<file path="src/logic/scm_pkg.sv">
package scm_pkg;
  // clocking and serial line
  localparam int unsigned CLK_HZ          = 125_000_000;
  localparam int unsigned BAUD_DEFAULT    = 9600;
  localparam logic [15:0] DIV_DEFAULT     = 16'(CLK_HZ / BAUD_DEFAULT);
  // factory restore hold time
  localparam int unsigned RESTORE_TIME_MS = 2000;
  localparam int unsigned RESTORE_CYCLES  = CLK_HZ / 1000 * RESTORE_TIME_MS;

  // connection modes, the command driven one is the factory choice
  typedef enum logic [2:0] {
    SCM_MODE0                = 3'h0,
    SCM_MODE1                = 3'h1,
    SCM_MODE2                = 3'h2,
    SCM_MODE3                = 3'h3,
    command_driven_link_mode = 3'h4
  } scm_conn_mode_t;

  // factory values
  localparam logic [7:0] ESC_DEFAULT  = 8'h02;
  localparam logic       ROLE_DEFAULT = 1'b0;   // 0 = slave

  // register offsets (byte addresses)
  localparam logic [7:0] ADDR_UART_DIV = 8'h00;
  localparam logic [7:0] ADDR_LINK_CFG = 8'h04;
  localparam logic [7:0] ADDR_MENU_ST  = 8'h08;
  localparam logic [7:0] ADDR_IRQ_ST   = 8'h0C;
  localparam logic [7:0] ADDR_IRQ_MASK = 8'h10;

  // link config fields
  localparam int unsigned LINK_ESC_LSB  = 0;
  localparam int unsigned LINK_MODE_LSB = 8;
  localparam int unsigned LINK_ROLE_BIT = 12;
  // menu status fields
  localparam int unsigned MST_ACT_BIT   = 0;
  localparam int unsigned MST_CNT_LSB   = 4;
  localparam int unsigned MST_SEL_LSB   = 8;

  // interrupt status bits
  localparam int unsigned IRQ_SEL     = 0;
  localparam int unsigned IRQ_RETRY   = 1;
  localparam int unsigned IRQ_OVF     = 2;
  localparam int unsigned IRQ_RESTORE = 3;
  localparam int unsigned IRQ_W       = 4;

  // characters of the line discipline
  localparam logic [7:0] CH_CR   = 8'h0D;
  localparam logic [7:0] CH_LF   = 8'h0A;
  localparam logic [7:0] CH_BS   = 8'h08;
  localparam logic [7:0] CH_DEL  = 8'h7F;
  localparam logic [7:0] CH_TOP  = 8'h74;
  localparam logic [7:0] CH_ZERO = 8'h30;
  localparam logic [7:0] CH_LAST = 8'h36;
  localparam logic [3:0] LINE_MAX = 4'hC;

  // message rom layout: overflow runs into retry, banner runs into prompt
  localparam int unsigned MSG_LEN       = 59;
  localparam logic [5:0]  MSG_OVF       = 6'h00;
  localparam logic [5:0]  MSG_RETRY     = 6'h11;
  localparam logic [5:0]  MSG_RETRY_END = 6'h17;
  localparam logic [5:0]  MSG_TOP       = 6'h18;
  localparam logic [5:0]  MSG_PROMPT    = 6'h2C;
  localparam logic [5:0]  MSG_END       = 6'h3A;

  // menu states, gray along off -> send -> wait
  typedef enum logic [1:0] {
    ST_OFF  = 2'b00,
    ST_SEND = 2'b01,
    ST_WAIT = 2'b11
  } scm_state_t;
endpackage

</file>
<file path="src/logic/scm_menu.sv">
`timescale 1ns/1ps
module scm_menu #(
  parameter int unsigned RESTORE_CYCLES = scm_pkg::RESTORE_CYCLES
) (
  input  wire logic        ref_clk_i,
  input  wire logic        rst_n_i,
  input  wire logic [7:0]  addr_i,
  input  wire logic [31:0] wdata_i,
  input  wire logic        wr_i,
  input  wire logic        rd_i,
  output logic [31:0]      rdata_o,
  output logic             irq_o,
  input  wire logic        factory_restore_n_i,
  input  wire logic        rxd_i,
  output logic             txd_o,
  output logic             menu_active_o
);
  scm_pkg::scm_state_t state_reg;
  scm_pkg::scm_state_t state_next;
  logic [5:0]  msg_ptr_reg;
  logic [5:0]  msg_ptr_next;
  logic [5:0]  msg_end_reg;
  logic [5:0]  msg_end_next;
  logic        strap_done_reg;
  logic [31:0] hold_cnt_reg;
  logic [15:0] div_reg;
  logic [7:0]  esc_reg;
  logic [2:0]  mode_reg;
  logic        role_reg;
  logic [7:0]  line_mem [12];
  logic [3:0]  line_cnt_reg;
  logic [2:0]  sel_reg;
  logic [scm_pkg::IRQ_W-1:0] irq_stat_reg;
  logic [scm_pkg::IRQ_W-1:0] irq_mask_reg;
  logic [scm_pkg::IRQ_W-1:0] irq_events;

  // message text; overflow falls through into retry, banner into prompt
  localparam logic [8*scm_pkg::MSG_LEN-1:0] MSG_ROM = {
    "Overflow buffer", scm_pkg::CH_CR, scm_pkg::CH_LF,
    "Retry >",
    scm_pkg::CH_CR, scm_pkg::CH_LF, "TOP MENU", scm_pkg::CH_CR, scm_pkg::CH_LF,
    "t: top", scm_pkg::CH_CR, scm_pkg::CH_LF,
    "Select(0 ~ 6) >"
  };

  logic        tx_ready;
  logic        tx_valid;
  logic [7:0]  tx_byte;
  logic [7:0]  rx_byte;
  logic        rx_valid;

  // serial engine reloads from the live divisor at each bit, so a restore retimes it from the next bit on
  scm_uart u_uart (
    .ref_clk_i  (ref_clk_i),
    .rst_n_i    (rst_n_i),
    .div_i      (div_reg),
    .tx_data_i  (tx_byte),
    .tx_valid_i (tx_valid),
    .tx_ready_o (tx_ready),
    .tx_o       (txd_o),
    .rx_i       (rxd_i),
    .rx_data_o  (rx_byte),
    .rx_valid_o (rx_valid)
  );

  // message streaming
  assign tx_valid = (state_reg == scm_pkg::ST_SEND);
  assign tx_byte  = MSG_ROM[8*(scm_pkg::MSG_LEN-1-int'(msg_ptr_reg)) +: 8];
  wire   tx_fire  = tx_valid && tx_ready;
  wire   msg_last = tx_fire && (msg_ptr_reg == msg_end_reg);

  // factory restore hold detect, input is active low
  wire hold_low   = !factory_restore_n_i;
  wire restore_ev = hold_low && (hold_cnt_reg == RESTORE_CYCLES - 1);
  wire strap_menu = !strap_done_reg && hold_low;

  // keystroke classification; bytes arriving while a message is sent are dropped
  wire rx_take   = rx_valid && (state_reg == scm_pkg::ST_WAIT);
  wire is_top    = (rx_byte == scm_pkg::CH_TOP);
  wire is_bs     = (rx_byte == scm_pkg::CH_BS) || (rx_byte == scm_pkg::CH_DEL);
  wire is_cr     = (rx_byte == scm_pkg::CH_CR);
  wire digit_ok  = (line_cnt_reg == 4'h1) && (line_mem[0] >= scm_pkg::CH_ZERO)
                   && (line_mem[0] <= scm_pkg::CH_LAST);
  wire ev_top    = rx_take && is_top;
  wire ev_bs     = rx_take && !is_top && is_bs;
  wire ev_sel    = rx_take && !is_top && is_cr && digit_ok;
  wire ev_retry  = rx_take && !is_top && is_cr && !digit_ok;
  wire plain_ch  = rx_take && !is_top && !is_bs && !is_cr;
  wire ev_ovf    = plain_ch && (line_cnt_reg == scm_pkg::LINE_MAX);
  wire ev_store  = plain_ch && (line_cnt_reg != scm_pkg::LINE_MAX);
  wire line_clr  = ev_top || ev_sel || ev_retry || ev_ovf || restore_ev;

  assign irq_events = {restore_ev, ev_ovf, ev_retry, ev_sel};

  // menu sequencing
  always_comb begin
    state_next   = state_reg;
    msg_ptr_next = msg_ptr_reg;
    msg_end_next = msg_end_reg;
    case (state_reg)
      scm_pkg::ST_OFF: begin
        if (strap_menu) begin
          state_next   = scm_pkg::ST_SEND;
          msg_ptr_next = scm_pkg::MSG_TOP;
          msg_end_next = scm_pkg::MSG_END;
        end
      end
      scm_pkg::ST_SEND: begin
        if (restore_ev) begin
          msg_ptr_next = scm_pkg::MSG_TOP;
          msg_end_next = scm_pkg::MSG_END;
        end else if (msg_last) begin
          state_next = scm_pkg::ST_WAIT;
        end else if (tx_fire) begin
          msg_ptr_next = msg_ptr_reg + 6'h01;
        end
      end
      scm_pkg::ST_WAIT: begin
        if (restore_ev || ev_top) begin
          state_next   = scm_pkg::ST_SEND;
          msg_ptr_next = scm_pkg::MSG_TOP;
          msg_end_next = scm_pkg::MSG_END;
        end else if (ev_sel) begin
          state_next   = scm_pkg::ST_SEND;
          msg_ptr_next = scm_pkg::MSG_PROMPT;
          msg_end_next = scm_pkg::MSG_END;
        end else if (ev_retry) begin
          state_next   = scm_pkg::ST_SEND;
          msg_ptr_next = scm_pkg::MSG_RETRY;
          msg_end_next = scm_pkg::MSG_RETRY_END;
        end else if (ev_ovf) begin
          state_next   = scm_pkg::ST_SEND;
          msg_ptr_next = scm_pkg::MSG_OVF;
          msg_end_next = scm_pkg::MSG_RETRY_END;
        end
      end
      default: begin
        state_next = scm_pkg::ST_OFF;
      end
    endcase
  end

  always_ff @(posedge ref_clk_i or negedge rst_n_i) begin
    if (!rst_n_i) begin
      state_reg     <= scm_pkg::ST_OFF;
      msg_ptr_reg   <= scm_pkg::MSG_TOP;
      msg_end_reg   <= scm_pkg::MSG_END;
      menu_active_o <= 1'b0;
    end else begin
      state_reg     <= state_next;
      msg_ptr_reg   <= msg_ptr_next;
      msg_end_reg   <= msg_end_next;
      menu_active_o <= (state_next != scm_pkg::ST_OFF);
    end
  end

  // strap caught on the first edge after reset release, never under reset
  always_ff @(posedge ref_clk_i or negedge rst_n_i) begin
    if (!rst_n_i) begin
      strap_done_reg <= 1'b0;
    end else begin
      strap_done_reg <= 1'b1;
    end
  end

  // hold counter saturates so one long press restores only once
  always_ff @(posedge ref_clk_i or negedge rst_n_i) begin
    if (!rst_n_i) begin
      hold_cnt_reg <= 32'h0000_0000;
    end else if (!hold_low) begin
      hold_cnt_reg <= 32'h0000_0000;
    end else if (hold_cnt_reg != RESTORE_CYCLES) begin
      hold_cnt_reg <= hold_cnt_reg + 32'h0000_0001;
    end
  end

  // pending line; only the count and slots below it matter
  always_ff @(posedge ref_clk_i or negedge rst_n_i) begin
    if (!rst_n_i) begin
      line_cnt_reg <= 4'h0;
    end else if (line_clr) begin
      line_cnt_reg <= 4'h0;
    end else if (ev_bs && line_cnt_reg != 4'h0) begin
      line_cnt_reg <= line_cnt_reg - 4'h1;
    end else if (ev_store) begin
      line_cnt_reg <= line_cnt_reg + 4'h1;
    end
  end

  // storage array without reset; contents are qualified by the count
  always_ff @(posedge ref_clk_i) begin
    if (ev_store) begin
      line_mem[line_cnt_reg] <= rx_byte;
    end
  end

  // last accepted top item
  always_ff @(posedge ref_clk_i or negedge rst_n_i) begin
    if (!rst_n_i) begin
      sel_reg <= 3'h0;
    end else if (ev_sel) begin
      sel_reg <= 3'(line_mem[0] - scm_pkg::CH_ZERO);
    end
  end

  // register decode
  wire wr_div  = wr_i && (addr_i == scm_pkg::ADDR_UART_DIV);
  wire wr_link = wr_i && (addr_i == scm_pkg::ADDR_LINK_CFG);
  wire wr_ist  = wr_i && (addr_i == scm_pkg::ADDR_IRQ_ST);
  wire wr_imsk = wr_i && (addr_i == scm_pkg::ADDR_IRQ_MASK);
  wire [31:0] link_rd = 32'({role_reg, 1'b0, mode_reg, esc_reg});
  wire [31:0] mst_rd  = 32'({sel_reg, line_cnt_reg, 3'h0, menu_active_o});
  logic [31:0] rd_mux;
  always_comb begin
    if (addr_i == scm_pkg::ADDR_UART_DIV) begin
      rd_mux = 32'(div_reg);
    end else if (addr_i == scm_pkg::ADDR_LINK_CFG) begin
      rd_mux = link_rd;
    end else if (addr_i == scm_pkg::ADDR_MENU_ST) begin
      rd_mux = mst_rd;
    end else if (addr_i == scm_pkg::ADDR_IRQ_ST) begin
      rd_mux = 32'(irq_stat_reg);
    end else if (addr_i == scm_pkg::ADDR_IRQ_MASK) begin
      rd_mux = 32'(irq_mask_reg);
    end else begin
      rd_mux = 32'h0000_0000;   // unmapped reads as zero
    end
  end

  // configuration; a restore outranks a software write in the same cycle
  always_ff @(posedge ref_clk_i or negedge rst_n_i) begin
    if (!rst_n_i) begin
      div_reg  <= scm_pkg::DIV_DEFAULT;
      esc_reg  <= scm_pkg::ESC_DEFAULT;
      mode_reg <= scm_pkg::command_driven_link_mode;
      role_reg <= scm_pkg::ROLE_DEFAULT;
    end else if (restore_ev) begin
      div_reg  <= scm_pkg::DIV_DEFAULT;
      esc_reg  <= scm_pkg::ESC_DEFAULT;
      mode_reg <= scm_pkg::command_driven_link_mode;
      role_reg <= scm_pkg::ROLE_DEFAULT;
    end else begin
      if (wr_div && wdata_i[15:0] > 16'h0001) begin
        div_reg <= wdata_i[15:0];   // tiny divisors would stall the receiver
      end
      if (wr_link) begin
        esc_reg  <= wdata_i[scm_pkg::LINK_ESC_LSB +: 8];
        mode_reg <= wdata_i[scm_pkg::LINK_MODE_LSB +: 3];
        role_reg <= wdata_i[scm_pkg::LINK_ROLE_BIT];
      end
    end
  end

  // sticky events, write one to clear, a new event wins over the clear
  always_ff @(posedge ref_clk_i or negedge rst_n_i) begin
    if (!rst_n_i) begin
      irq_stat_reg <= '0;
      irq_mask_reg <= '0;
      irq_o        <= 1'b0;
      rdata_o      <= 32'h0000_0000;
    end else begin
      irq_stat_reg <= (irq_stat_reg & ~(wr_ist ? wdata_i[scm_pkg::IRQ_W-1:0] : '0))
                      | irq_events;
      if (wr_imsk) begin
        irq_mask_reg <= wdata_i[scm_pkg::IRQ_W-1:0];
      end
      irq_o   <= |(irq_stat_reg & irq_mask_reg);
      rdata_o <= rd_i ? rd_mux : 32'h0000_0000;
    end
  end
endmodule

</file>
<file path="src/logic/scm_uart.sv">
`timescale 1ns/1ps
module scm_uart (
  input  wire logic       ref_clk_i,
  input  wire logic       rst_n_i,
  input  wire logic [15:0] div_i,
  input  wire logic [7:0] tx_data_i,
  input  wire logic       tx_valid_i,
  output logic            tx_ready_o,
  output logic            tx_o,
  input  wire logic       rx_i,
  output logic [7:0]      rx_data_o,
  output logic            rx_valid_o
);
  logic [8:0]  tx_shift_reg;
  logic [3:0]  tx_bits_reg;
  logic [15:0] tx_cnt_reg;
  logic        rx_busy_reg;
  logic [3:0]  rx_bit_reg;
  logic [15:0] rx_cnt_reg;
  logic [15:0] div_m1;

  assign div_m1     = div_i - 16'h0001;
  assign tx_ready_o = (tx_bits_reg == 4'h0);

  // transmitter: start, eight data lsb first, one stop
  always_ff @(posedge ref_clk_i or negedge rst_n_i) begin
    if (!rst_n_i) begin
      tx_o         <= 1'b1;
      tx_shift_reg <= 9'h1FF;
      tx_bits_reg  <= 4'h0;
      tx_cnt_reg   <= 16'h0000;
    end else if (tx_ready_o && tx_valid_i) begin
      tx_o         <= 1'b0;
      tx_shift_reg <= {1'b1, tx_data_i};
      tx_bits_reg  <= 4'hA;
      tx_cnt_reg   <= div_m1;
    end else if (tx_bits_reg != 4'h0) begin
      if (tx_cnt_reg == 16'h0000) begin
        tx_o         <= tx_shift_reg[0];
        tx_shift_reg <= {1'b1, tx_shift_reg[8:1]};
        tx_bits_reg  <= tx_bits_reg - 4'h1;
        tx_cnt_reg   <= div_m1;
      end else begin
        tx_cnt_reg <= tx_cnt_reg - 16'h0001;
      end
    end
  end

  // receiver samples mid bit; a start glitch shorter than half a bit is dropped
  always_ff @(posedge ref_clk_i or negedge rst_n_i) begin
    if (!rst_n_i) begin
      rx_busy_reg <= 1'b0;
      rx_bit_reg  <= 4'h0;
      rx_cnt_reg  <= 16'h0000;
      rx_data_o   <= 8'h00;
      rx_valid_o  <= 1'b0;
    end else begin
      rx_valid_o <= 1'b0;
      if (!rx_busy_reg) begin
        if (!rx_i) begin
          rx_busy_reg <= 1'b1;
          rx_bit_reg  <= 4'h0;
          rx_cnt_reg  <= {1'b0, div_i[15:1]};
        end
      end else if (rx_cnt_reg != 16'h0000) begin
        rx_cnt_reg <= rx_cnt_reg - 16'h0001;
      end else begin
        rx_cnt_reg <= div_m1;
        rx_bit_reg <= rx_bit_reg + 4'h1;
        if (rx_bit_reg == 4'h0) begin
          rx_busy_reg <= !rx_i;
        end else if (rx_bit_reg == 4'h9) begin
          rx_busy_reg <= 1'b0;
          rx_valid_o  <= rx_i;  // framing error drops the byte
        end else begin
          rx_data_o <= {rx_i, rx_data_o[7:1]};
        end
      end
    end
  end
endmodule

</file>
<file path="config.mk">
export PLATFORM = sky130hd
export DESIGN_NAME = scm_menu
export DESIGN_NICKNAME = d
export VERILOG_FILES = /design/src/logic/scm_pkg.sv /design/src/logic/scm_menu.sv /design/src/logic/scm_uart.sv
export SDC_FILE = /design/constraint.sdc
export NUM_CORES = 1
export LEC_CHECK = 0
export BUFFER_PORTS_ARGS = -buffer_cell sky130_fd_sc_hd__buf_2
export CORE_MARGIN = 2
export CORE_UTILIZATION = 66
export CTS_CLUSTER_SIZE = 12
export DETAILED_ROUTE_END_ITERATION = 10
export PLACE_DENSITY_LB_ADDON = 0.1
export REMOVE_ABC_BUFFERS = 1
export SETUP_SLACK_MARGIN = 0.15
export SLEW_MARGIN = 20
export SYNTH_ARGS = -nofsm -noshare
export SYNTH_HDL_FRONTEND = slang
export SYNTH_SLANG_ARGS = --single-unit
</file>
<file path="constraint.sdc">
create_clock -name ref_clk_i -period 4.29 [get_ports ref_clk_i]
set_input_delay 0.429 -clock ref_clk_i [delete_from_list [all_inputs] [get_ports ref_clk_i]]
set_output_delay 0.429 -clock ref_clk_i [all_outputs]
set_load 0.005 [all_outputs]
</file>
# --- After elaboration in Yosys (flattened, before gate mapping) ---
# Memory sizes are Yosys's and may differ from the RTL's.
# Index checks and enable logic that the tools add are counted.
word_totals:
  regBits: 184
  ramBits: 96
  inputBits: 46
  n_memories: 1
op_classes:
  n_addsub: 11
  order_cmp: 3
  n_eq_ne: 24
  shifts: 1
  mux: 73
  bitwise_logic: 7
  reduce_logical: 58
mem_list:
  columns: ["name", "words", "width", "read_ports", "rd_clocked_by_memory_dff", "wr", "line_no", "source"]
  rows:
  - ["line_mem", 12, 8, 1, 0, 1, "scm_menu.sv:30", "logic [7:0] line_mem [12];"]
ops:
  columns: ["operator", "count"]
  rows:
  - ["indexed part select 472 x 33 -> 8 bit (first input constant)", 1]
  - ["two-way mux 16 bit", 9]
  - ["two-way mux 32 bit", 3]
  - ["two-way mux 6 bit", 14]
  - ["two-way mux 4 bit", 12]
  - ["subtractor 16 x 1 -> 16 bit (second input constant)", 3]
  - ["one-hot mux 6 bit (3 select lines)", 2]
  - ["adder 32 x 1 -> 32 bit (second input constant)", 1]
  - ["== test 32 x 28 -> 1 bit (second input constant)", 1]
  - ["== test 8 x 4 -> 1 bit (second input constant)", 4]
  - ["!= test 32 x 28 -> 1 bit (second input constant)", 1]
  - ["two-way mux 9 bit", 3]
  - ["logical AND 1 bit", 23]
  - ["== test 8 x 7 -> 1 bit (second input constant)", 2]
  - ["> comparator 16 x 1 -> 1 bit (second input constant)", 1]
  - ["zero test 16 bit", 1]
  - ["two-way mux 1 bit", 16]
  - ["two-way mux 8 bit", 2]
  - ["nonzero test 16 bit", 1]
  - ["two-way mux 2 bit", 7]
  - ["two-way mux 13 bit", 1]
  - ["nonzero test 2 bit", 6]
  - ["two-way mux 11 bit", 1]
  - ["adder 4 x 1 -> 4 bit (second input constant)", 2]
  - ["other kinds (35)", 60]

# --- Logic depth before layout (Yosys ltp) ---
# Gate-level depths: netlist (run 1).
depth:
  depth_word: 12
  mapped_depth: 10

# --- Cells and area by module ---
# From an unflattened synthesis (run 1), not the netlist that was laid out.
hier_totals:
  hier_cells: 1126
  hier_area_um2: 10467.5
by_module_without_submodules:
  columns: ["module", "instances", "cells_per_inst", "area_each_um2"]
  rows:
  - ["scm_menu", 1, 721, 6635.1]
  - ["scm_uart", 1, 405, 3832.4]

# --- Least setup slack after synthesis (run 1) ---
# Ideal clock, no wire load.
synth_timing:
  path_kind: "register to register"
  startpoint: "register u_uart.rx_data_o[5]"
  endpoint: "register msg_end_reg[2]"
  setup_time_ns: 0.127
  arrival_time_ns: 2.287
  t_required_ns: 4.163
  slack_ns: 1.875
  path_stages_with_launch: 8
  period_less_slack_ns: 2.415
  cell_sequence: "dfrtp_1 > or4_1 > a211oi_1 > nor4b_1 > nor4b_4 > nor2_2 > nand2_1 > mux2_1"
synth_between:
  elab_chain_cells: 9
  elab_cells_between_ends: 23
  classes_between: "eq/ne (5); mux (4); reduce/logical (14)"
synth_lines:
  columns: ["item", "line_no", "source"]
  rows:
  - ["from (decl)", "scm_uart.sv:11", "output logic [7:0] rx_data_o,"]
  - ["from (signal assigned)", "scm_uart.sv:76", "rx_data_o <= {rx_i, rx_data_o[7:1]};"]
  - ["== test 8 x 7 -> 1 bit", "scm_menu.sv:79", "wire is_top = (rx_byte == scm_pkg::CH_TOP);"]
  - ["zero test 1 bit", "scm_menu.sv:86, scm_menu.sv:87, scm_menu.sv:88", null]
  - ["logical AND 1 bit", "scm_menu.sv:86, scm_menu.sv:87, scm_menu.sv:88", null]
  - ["logical AND 1 bit", "scm_menu.sv:86, scm_menu.sv:87", null]
  - ["logical AND 1 bit", "scm_menu.sv:87", "wire ev_retry = rx_take && !is_top && is_cr && !digit_ok;"]
  - ["two-way mux 6 bit", "scm_menu.sv:127", "end else if (ev_retry) begin"]
  - ["two-way mux 6 bit", "scm_menu.sv:123", "end else if (ev_sel) begin"]
  - ["two-way mux 6 bit", "scm_menu.sv:119", "if (restore_ev || ev_top) begin"]
  - ["one-hot mux 6 bit (3 select lines)", "scm_menu.sv:100", "case (state_reg)"]
  - ["to (signal assigned)", "scm_menu.sv:147", "msg_end_reg <= scm_pkg::MSG_END;"]
  - ["to (signal assigned)", "scm_menu.sv:152", "msg_end_reg <= msg_end_next;"]
  - ["to (decl)", "scm_menu.sv:22", "logic [5:0] msg_end_reg;"]
# Several ways; a longest one is shown, not always the timed one.
# A chain may end at the register's enable or synchronous reset.

# --- Worst setup path after layout (run 1) ---
layout_timing:
  startpoint: "register msg_ptr_reg[1]"
  endpoint: "register u_uart.tx_shift_reg[1]"
layout_between:
  elab_chain_cells: 3
layout_lines:
  columns: ["item", "line_no", "source"]
  rows:
  - ["from (decl)", "scm_menu.sv:20", "logic [5:0] msg_ptr_reg;"]
  - ["from (signal assigned)", "scm_menu.sv:146", "msg_ptr_reg <= scm_pkg::MSG_TOP;"]
  - ["from (signal assigned)", "scm_menu.sv:151", "msg_ptr_reg <= msg_ptr_next;"]
  - ["subtractor 6 x 6 -> 7 bit", "scm_menu.sv:68", "assign tx_byte = MSG_ROM[8*(scm_pkg::MSG_LEN-1-int'(msg_ptr_reg)) +: 8];"]
  - ["indexed part select 472 x 33 -> 8 bit", "scm_menu.sv:68", null]
  - ["two-way mux 9 bit", "scm_uart.sv:32", "end else if (tx_ready_o && tx_valid_i) begin"]
  - ["to (signal assigned)", "scm_uart.sv:34", "tx_shift_reg <= {1'b1, tx_data_i};"]
  - ["to (signal assigned)", "scm_uart.sv:40", "tx_shift_reg <= {1'b1, tx_shift_reg[8:1]};"]
  - ["to (decl)", "scm_uart.sv:14", "logic [8:0] tx_shift_reg;"]
# Every way passes these cells.

==> impl_metrics.toml, run 1 <==
[grt]
grt_max_degree = 102
track_usage = 0.310
antenna_found_initial = 0
grt_pass1_wl_um = 41600
grt_pass1_vias = 8335
grt_overflow_total = 0

[detailed_routing]
routed_wl_um = 25400
wl_per_cell_um = 17.7
drtAntennaViolNets = 0
wl_met3_um = 1510
vias = 9018
top_layer = "met4"
vias_per_cell = 6.30
drt-initial-drc-count = 753
dr.pass1.iters = 8
met1_length_um = 11000
wl_met2_um = 12200
drc = 0

[sta]
maxSlewViolCount = 0
hold_violations = 0
tightest_slew_ps = 904
rsz0062_at_grt = "false"
skew_ps = 7.90
whs_ps = 105
timing.final.crit_share = 0.772
maxSlewHeadroom = 0.389
tns_ps = 0
finalSetupViolations = 0
finalCriticalPeriod_ps = 3310
max_freq_ghz = 0.302

[power_and_ir_drop]
clkPwrFrac = 0.278
ir_drop_uv = 481
p_sw_mw = 2.18
p_leak_nw = 5.00
switching_share = 0.376
power_mw = 5.81
power_density_mw_per_mm2 = 509
power_frac_seq = 0.371
comb_power_share = 0.352
p_int_mw = 3.63

[die]
num_io_pins = 81
start_util = 0.669
dieArea_mm2 = 0.0170
rows = 46
core-area_mm2 = 0.0157
die_y_um = 130
die_w_um = 130

[synth]
yosysSeqAreaShare = 0.413
synth_area_leaders = "dfrtp_1 34%, dfstp_2 5.5%, nand2_1 4.7%"
synth_flop_cell = "dfrtp_1"
synth_cell_types = 95
synth_top_area_frac = 0.335
synth_top_cell_by_area = "dfrtp_1"
ys_ff_latch = 171
yosysWarningCount = 0
ys_top_cells_by_count = "141 x dfrtp_1, 133 x nand2_1, 118 x nor2_1, 81 x o21ai_0, 80 x a21oi_1"
syn_area_per_cell_um2 = 8.80
synth_most_common_cell = "dfrtp_1"
synth.cell_area_mm2 = 0.0105
ys_async_sr_fraction = 0.953
synth_edf_count = 8
synthCells = 1195

[placement]
dpl.cell_count = 1400
place_hpwl_um = 17000
port_buffers = 48
gp_congestion = 0.882

[clocking]
cts_setup_buffers = 0
clockBufferDepth = 2
clock_sinks = 171
clk_pin_slew_ps = 70
root_buffer = "clkbuf_16"
worstSkewPairLatency_ps = 440
cts_hold_repair.buffers = 0
cts_tree = "done"
cts_made_buffers = 17
post_cts_resized = 0
h-tree-depth = 4

[setup_path]
crit_path_top_delay_cell = "xnor2_1"
crit_arrival_ps = 3640
slowest_delay_ps = 710
r2r-end = "u_uart.tx_shift_reg[1]"
path_buf_inv = 0
crit_family = "compound AO/OA/AOI/OAI gates"
r2r_slack_ps = 980
cp_num_cells = 8
worstReg2RegStart = "msg_ptr_reg[1]"
critical_path_class = "flip-flop to flip-flop"
start_kind = "flip-flop"
path_cells = "ha_1 > o21ai_0 > xnor2_1 > nand2_1 > o21ai_0 > a21oi_1 > a2111oi_0 > a221oi_1"
critPathLaunch = "msg_ptr_reg[1]"
worstSetupEndpoint = "u_uart.tx_shift_reg[1]"
cp_max_fo = 15
cpMostUsedCell = "o21ai_0"
worstRegToRegCells = 8
crit_path_end_kind = "flip-flop"
cp.required_ps = 4620

[final_layout]
drive_gt1_frac = 0.133
area_delta_synth_final_pct = 8.42
layout.cells.non_filler = 1432
filler_cell_count = 1214
regArea_mm2 = 0.00435
fin_util = 0.726
largest_reg_flops = 32
layout.nets = 1266
multi_input_comb_area_mm2 = 0.00569
antennaDiodeCount = 0

[outcome]
status = "finished clean"

[flow_run]
drv_cap = 0

[min_path]
hp-class = "primary input to async pin"
## how the worst min path moves through the flow
| stage | start | end | cells after the start | slack [ps] |
|---|---|---|---|---|
| global placement | u_uart.tx_cnt_reg[6] | u_uart.tx_cnt_reg[6] | 2 | 470 |
| floorplan | rst_n_i | div_reg[0] | 0 | 130 |
| CTS | rst_n_i | rdata_o[2] | 1 | 140 |
| detailed placement | u_uart.tx_cnt_reg[6] | u_uart.tx_cnt_reg[6] | 2 | 480 |
| finish | rst_n_i | rdata_o[2] | 1 | 100 |
| global route | rst_n_i | rdata_o[0] | 1 | 160 |
## layout make-up
cell class                      count  area share
Multi-Input combinational cell    918       0.499
Inverter                           33      0.0109
Clock inverter                     10      0.0114
Clock buffer                       22      0.0433
Tap cell                          216      0.0237
Timing Repair Buffer               62      0.0308
Sequential cell                   171       0.381
## power groups by stage
stage	sequential, mW	combinational, mW	clock (mW)
6_report	2.15	2.04	1.61
3_3_place_gp	2.16	1.95	0
2_1_floorplan	2.14	1.46	0
3_5_place_dp	2.16	2.00	0
5_1_grt	2.19	2.27	1.71
4_1_cts	2.14	2.01	1.62
## kinds of logic after synthesis
family / after synthesis / share of synthesized area
simple gates: 480 / 0.233
mux: 50 / 0.0501
buf+inv: 121 / 0.0516
compound gates: 286 / 0.175
fa+ha+maj: 17 / 0.0202
xor+xnor: 68 / 0.0566
flops: 171 / 0.413
other cells: 2 / 0.000714
## worst reg2reg max path, cell delays in order (launching register included)
cell,delay [ps]
dfrtp_1,560
ha_1,560
o21ai_0,250
xnor2_1,710
nand2_1,200
o21ai_0,270
a21oi_1,100
a2111oi_0,430
a221oi_1,140
## metrics by stage
| step | cell area, um2 | setup WS (ps) |
|---|---|---|
| 2_1_floorplan | 10200 | 1040 |
| 3_3_place_gp | 10800 | 1260 |
| 3_5_place_dp | 10800 | 1060 |
| 4_1_cts | 11400 | 1060 |
| 5_1_grt | 11400 | 643 |
| 6_report | 11400 | 977 |
## layout by cell type (no fill, tap or decap), types with 15 or more instances in the layout
cell type	n
clkbuf_16	17
ha_1	17
mux2i_1	38
dfstp_2	22
buf_2	47
o211ai_1	16
inv_1	32
a21oi_1	80
or3_1	15
o21ai_0	81
nand2_1	133
conb_1	17
nor3_1	27
dfrtp_1	141
nor4_1	20
and3_1	18
nand3_1	51
xor2_1	34
nor2_1	117
xnor2_1	34
## layer usage
| metal | vias up | global-route usage |
|---|---|---|
| met4 | 0 | 0.117 |
| met3 | 58 | 0.0562 |
| met2 | 345 | 0.497 |
| met5 | - | 0 |
| met1 | 4326 | 0.422 |
| li1 | 4289 | - |
Note: power is estimated with default switching activity, not from simulation.
==> inputs of run 2 (changes only) <==
- ABC_AREA: default -> 1
- CORE_UTILIZATION: 66 -> 55
- clock period: 4.29 -> 2.9 ns (I/O delays scaled with it)
==> run 2 against run 1 <==
  * Register-to-register slack got worse by 490 ps
  * Worst hold slack got worse by 28 ps
  * Sequential power rose by 27%
  * Cell area rose by 0.54%
==> impl_metrics.toml, run 2 <==
[grt]
antenna_found_initial = 0
track_usage = 0.282
grt_max_degree = 56
grt_pass1_wl_um = 44700
grt_overflow_total = 0
grt_pass1_vias = 8980

[clocking]
h-tree-depth = 4
clock_sinks = 171
cts_tree = "done"
root_buffer = "clkbuf_16"
clockBufferDepth = 2
worstSkewPairLatency_ps = 440
clk_pin_slew_ps = 70
cts_made_buffers = 17
cts_setup_buffers = 0

[die]
die_y_um = 141
rows = 50
core-area_mm2 = 0.0186
num_io_pins = 81
start_util = 0.556
die_w_um = 141
dieArea_mm2 = 0.0199

[synth]
synth_top_area_frac = 0.341
ys_ff_latch = 171
synth_cell_types = 56
ys_top_cells_by_count = "316 x nand2_1, 185 x inv_1, 141 x dfrtp_1, 130 x nor2_1, 99 x o21ai_0"
synthCells = 1385
yosysWarningCount = 0
syn_area_per_cell_um2 = 7.46
ys_async_sr_fraction = 0.953
yosysSeqAreaShare = 0.421
synth_top_cell_by_area = "dfrtp_1"
synth_area_leaders = "dfrtp_1 34%, nand2_1 11%, inv_1 6.7%"
synth_edf_count = 8
synth_most_common_cell = "nand2_1"
synth_flop_cell = "dfrtp_1"
synth.cell_area_mm2 = 0.0103

[min_path]
min_delay_path_depth = 3
hp-class = "primary input to flip-flop"

[sta]
tns_ps = 0
timing.final.crit_share = 0.830
whs_ps = 76.2
finalSetupViolations = 0
tightest_slew_ps = 907
finalCriticalPeriod_ps = 2410
maxSlewViolCount = 0
maxSlewHeadroom = 0.393
hold_violations = 0
rsz0062_at_grt = "false"
max_freq_ghz = 0.415
skew_ps = 12.8
fin_ws_ps = 492

[flow_run]
drv_cap = 0

[power_and_ir_drop]
power_density_mw_per_mm2 = 503
power_mw = 5.76
p_leak_nw = 5.43
ir_drop_uv = 425

[setup_path]
cp_num_cells = 9
path_cells = "inv_1 > ha_1 > nand2_1 > nor4_1 > nand2_1 > nand2_1 > inv_1 > nor2_1 > o21ai_0"
crit_path_top_delay_cell = "dfrtp_1"
slowest_delay_ps = 360
worstRegToRegCells = 9
cp.required_ps = 3200
cp_max_fo = 10
path_buf_inv = 2
crit_family = "simple AND/OR/NAND/NOR gates"
crit_path_end_kind = "flip-flop"
cpMostUsedCell = "nand2_1"
crit_arrival_ps = 2710
start_kind = "flip-flop"
critical_path_class = "flip-flop to flip-flop"

[final_layout]
area_delta_synth_final_pct = 11.0
layout.nets = 1506
post-route-cell-area_mm2 = 0.0115
filler_cell_count = 1696
layout_commonest_cell = "nand2_1"
fin_util = 0.617
layout_common_cells = "316 x nand2_1, 185 x inv_1, 141 x dfrtp_1"
drive_gt1_frac = 0.117
antennaDiodeCount = 0
largest_reg_flops = 32
layout.cells.non_filler = 1690

[detailed_routing]
routed_wl_um = 27100
drc = 0
wl_per_cell_um = 16.0
drtAntennaViolNets = 0
vias_per_cell = 5.63
vias = 9508
dr.pass1.iters = 5
drt-initial-drc-count = 841

[placement]
gp_congestion = 0.946
pre_cts_slack_ps = 476
port_buffers = 48
dpl.cell_count = 1657
place_area_mm2 = 0.0109
place_hpwl_um = 20400

[outcome]
status = "finished clean"
==> run 2: cell count changes after synthesis, sizes merged, moves of 12 or more <==
cell / delta
and3: -17
clkbuf: -30
inv: +157
mux2i: -38
nand2: +189
nand3: +50
nand4: +20
nor2: +20
nor2b: -13
nor4: -12
o21ai: +23
or3: -16
or4: -13
xnor2: -28
==> run 2: path summary, 6_finish.rpt <==
| kind | startpoint | to | slack (ps) |
|---|---|---|---|
| worst max-delay path | u_uart.rx_cnt_reg[0] | u_uart.rx_bit_reg[1] | 490 |
| worst min-delay path | wdata_i[14] | div_reg[14] | 80 |
| worst max register to register | u_uart.rx_cnt_reg[0] | u_uart.rx_bit_reg[1] | 490 |
| worst min register to register | strap_done_reg | menu_active_o | 470 |
| max in group asynchronous | rst_n_i | msg_ptr_reg[4] | 1800 |
| min in group asynchronous | rst_n_i | u_uart.tx_cnt_reg[14] | 360 |
==> run 2: worst reg2reg max path: cells and delay by family (launching register included) <==
kind	cells	cell delay [ps]
compound gates	1	150
fa+ha+maj	1	220
buf+inv	2	340
flops	1	360
simple gates	5	1220
==> run 2: logic make-up after synthesis <==
group           share of synthesized area
simple gates                        0.283
compound gates                      0.150
buf+inv                            0.0966
flops                               0.421
xor+xnor                           0.0287
fa+ha+maj                          0.0206
other cells                      0.000727
==> run 2: cell type report <==
| type | instances | area, um2 | area share |
|---|---|---|---|
| clock buffer | 17 | 425 | 0.0371 |
| clock inverter | 15 | 173 | 0.0151 |
| inverter | 194 | 729 | 0.0636 |
| multi-input combinational | 987 | 5040 | 0.440 |
| sequential | 171 | 4350 | 0.379 |
| tap | 234 | 293 | 0.0255 |
| timing repair buffer | 72 | 454 | 0.0396 |
==> run 2: layer usage <==
metal / vias to the layer above / track usage / part of all wire
met5: - / 0 / 0
met1: 4518 / 0.396 / 0.46
li1: 4687 / - / -
met2: 258 / 0.444 / 0.46
met4: 0 / 0.0842 / 0.018
met3: 45 / 0.0591 / 0.055
==> run 2: timing repair <==
item | CTS | global route
hold buffers | 1 | 0
gates resized for setup | 0 | 0
endpoints found under the hold margin | 52 | 0
==> run 2: where the power goes <==
group / switching, mW / internal, mW
combinational: 0.463 / 0.273
sequential: 0.154 / 2.58
clock: 1.13 / 1.16
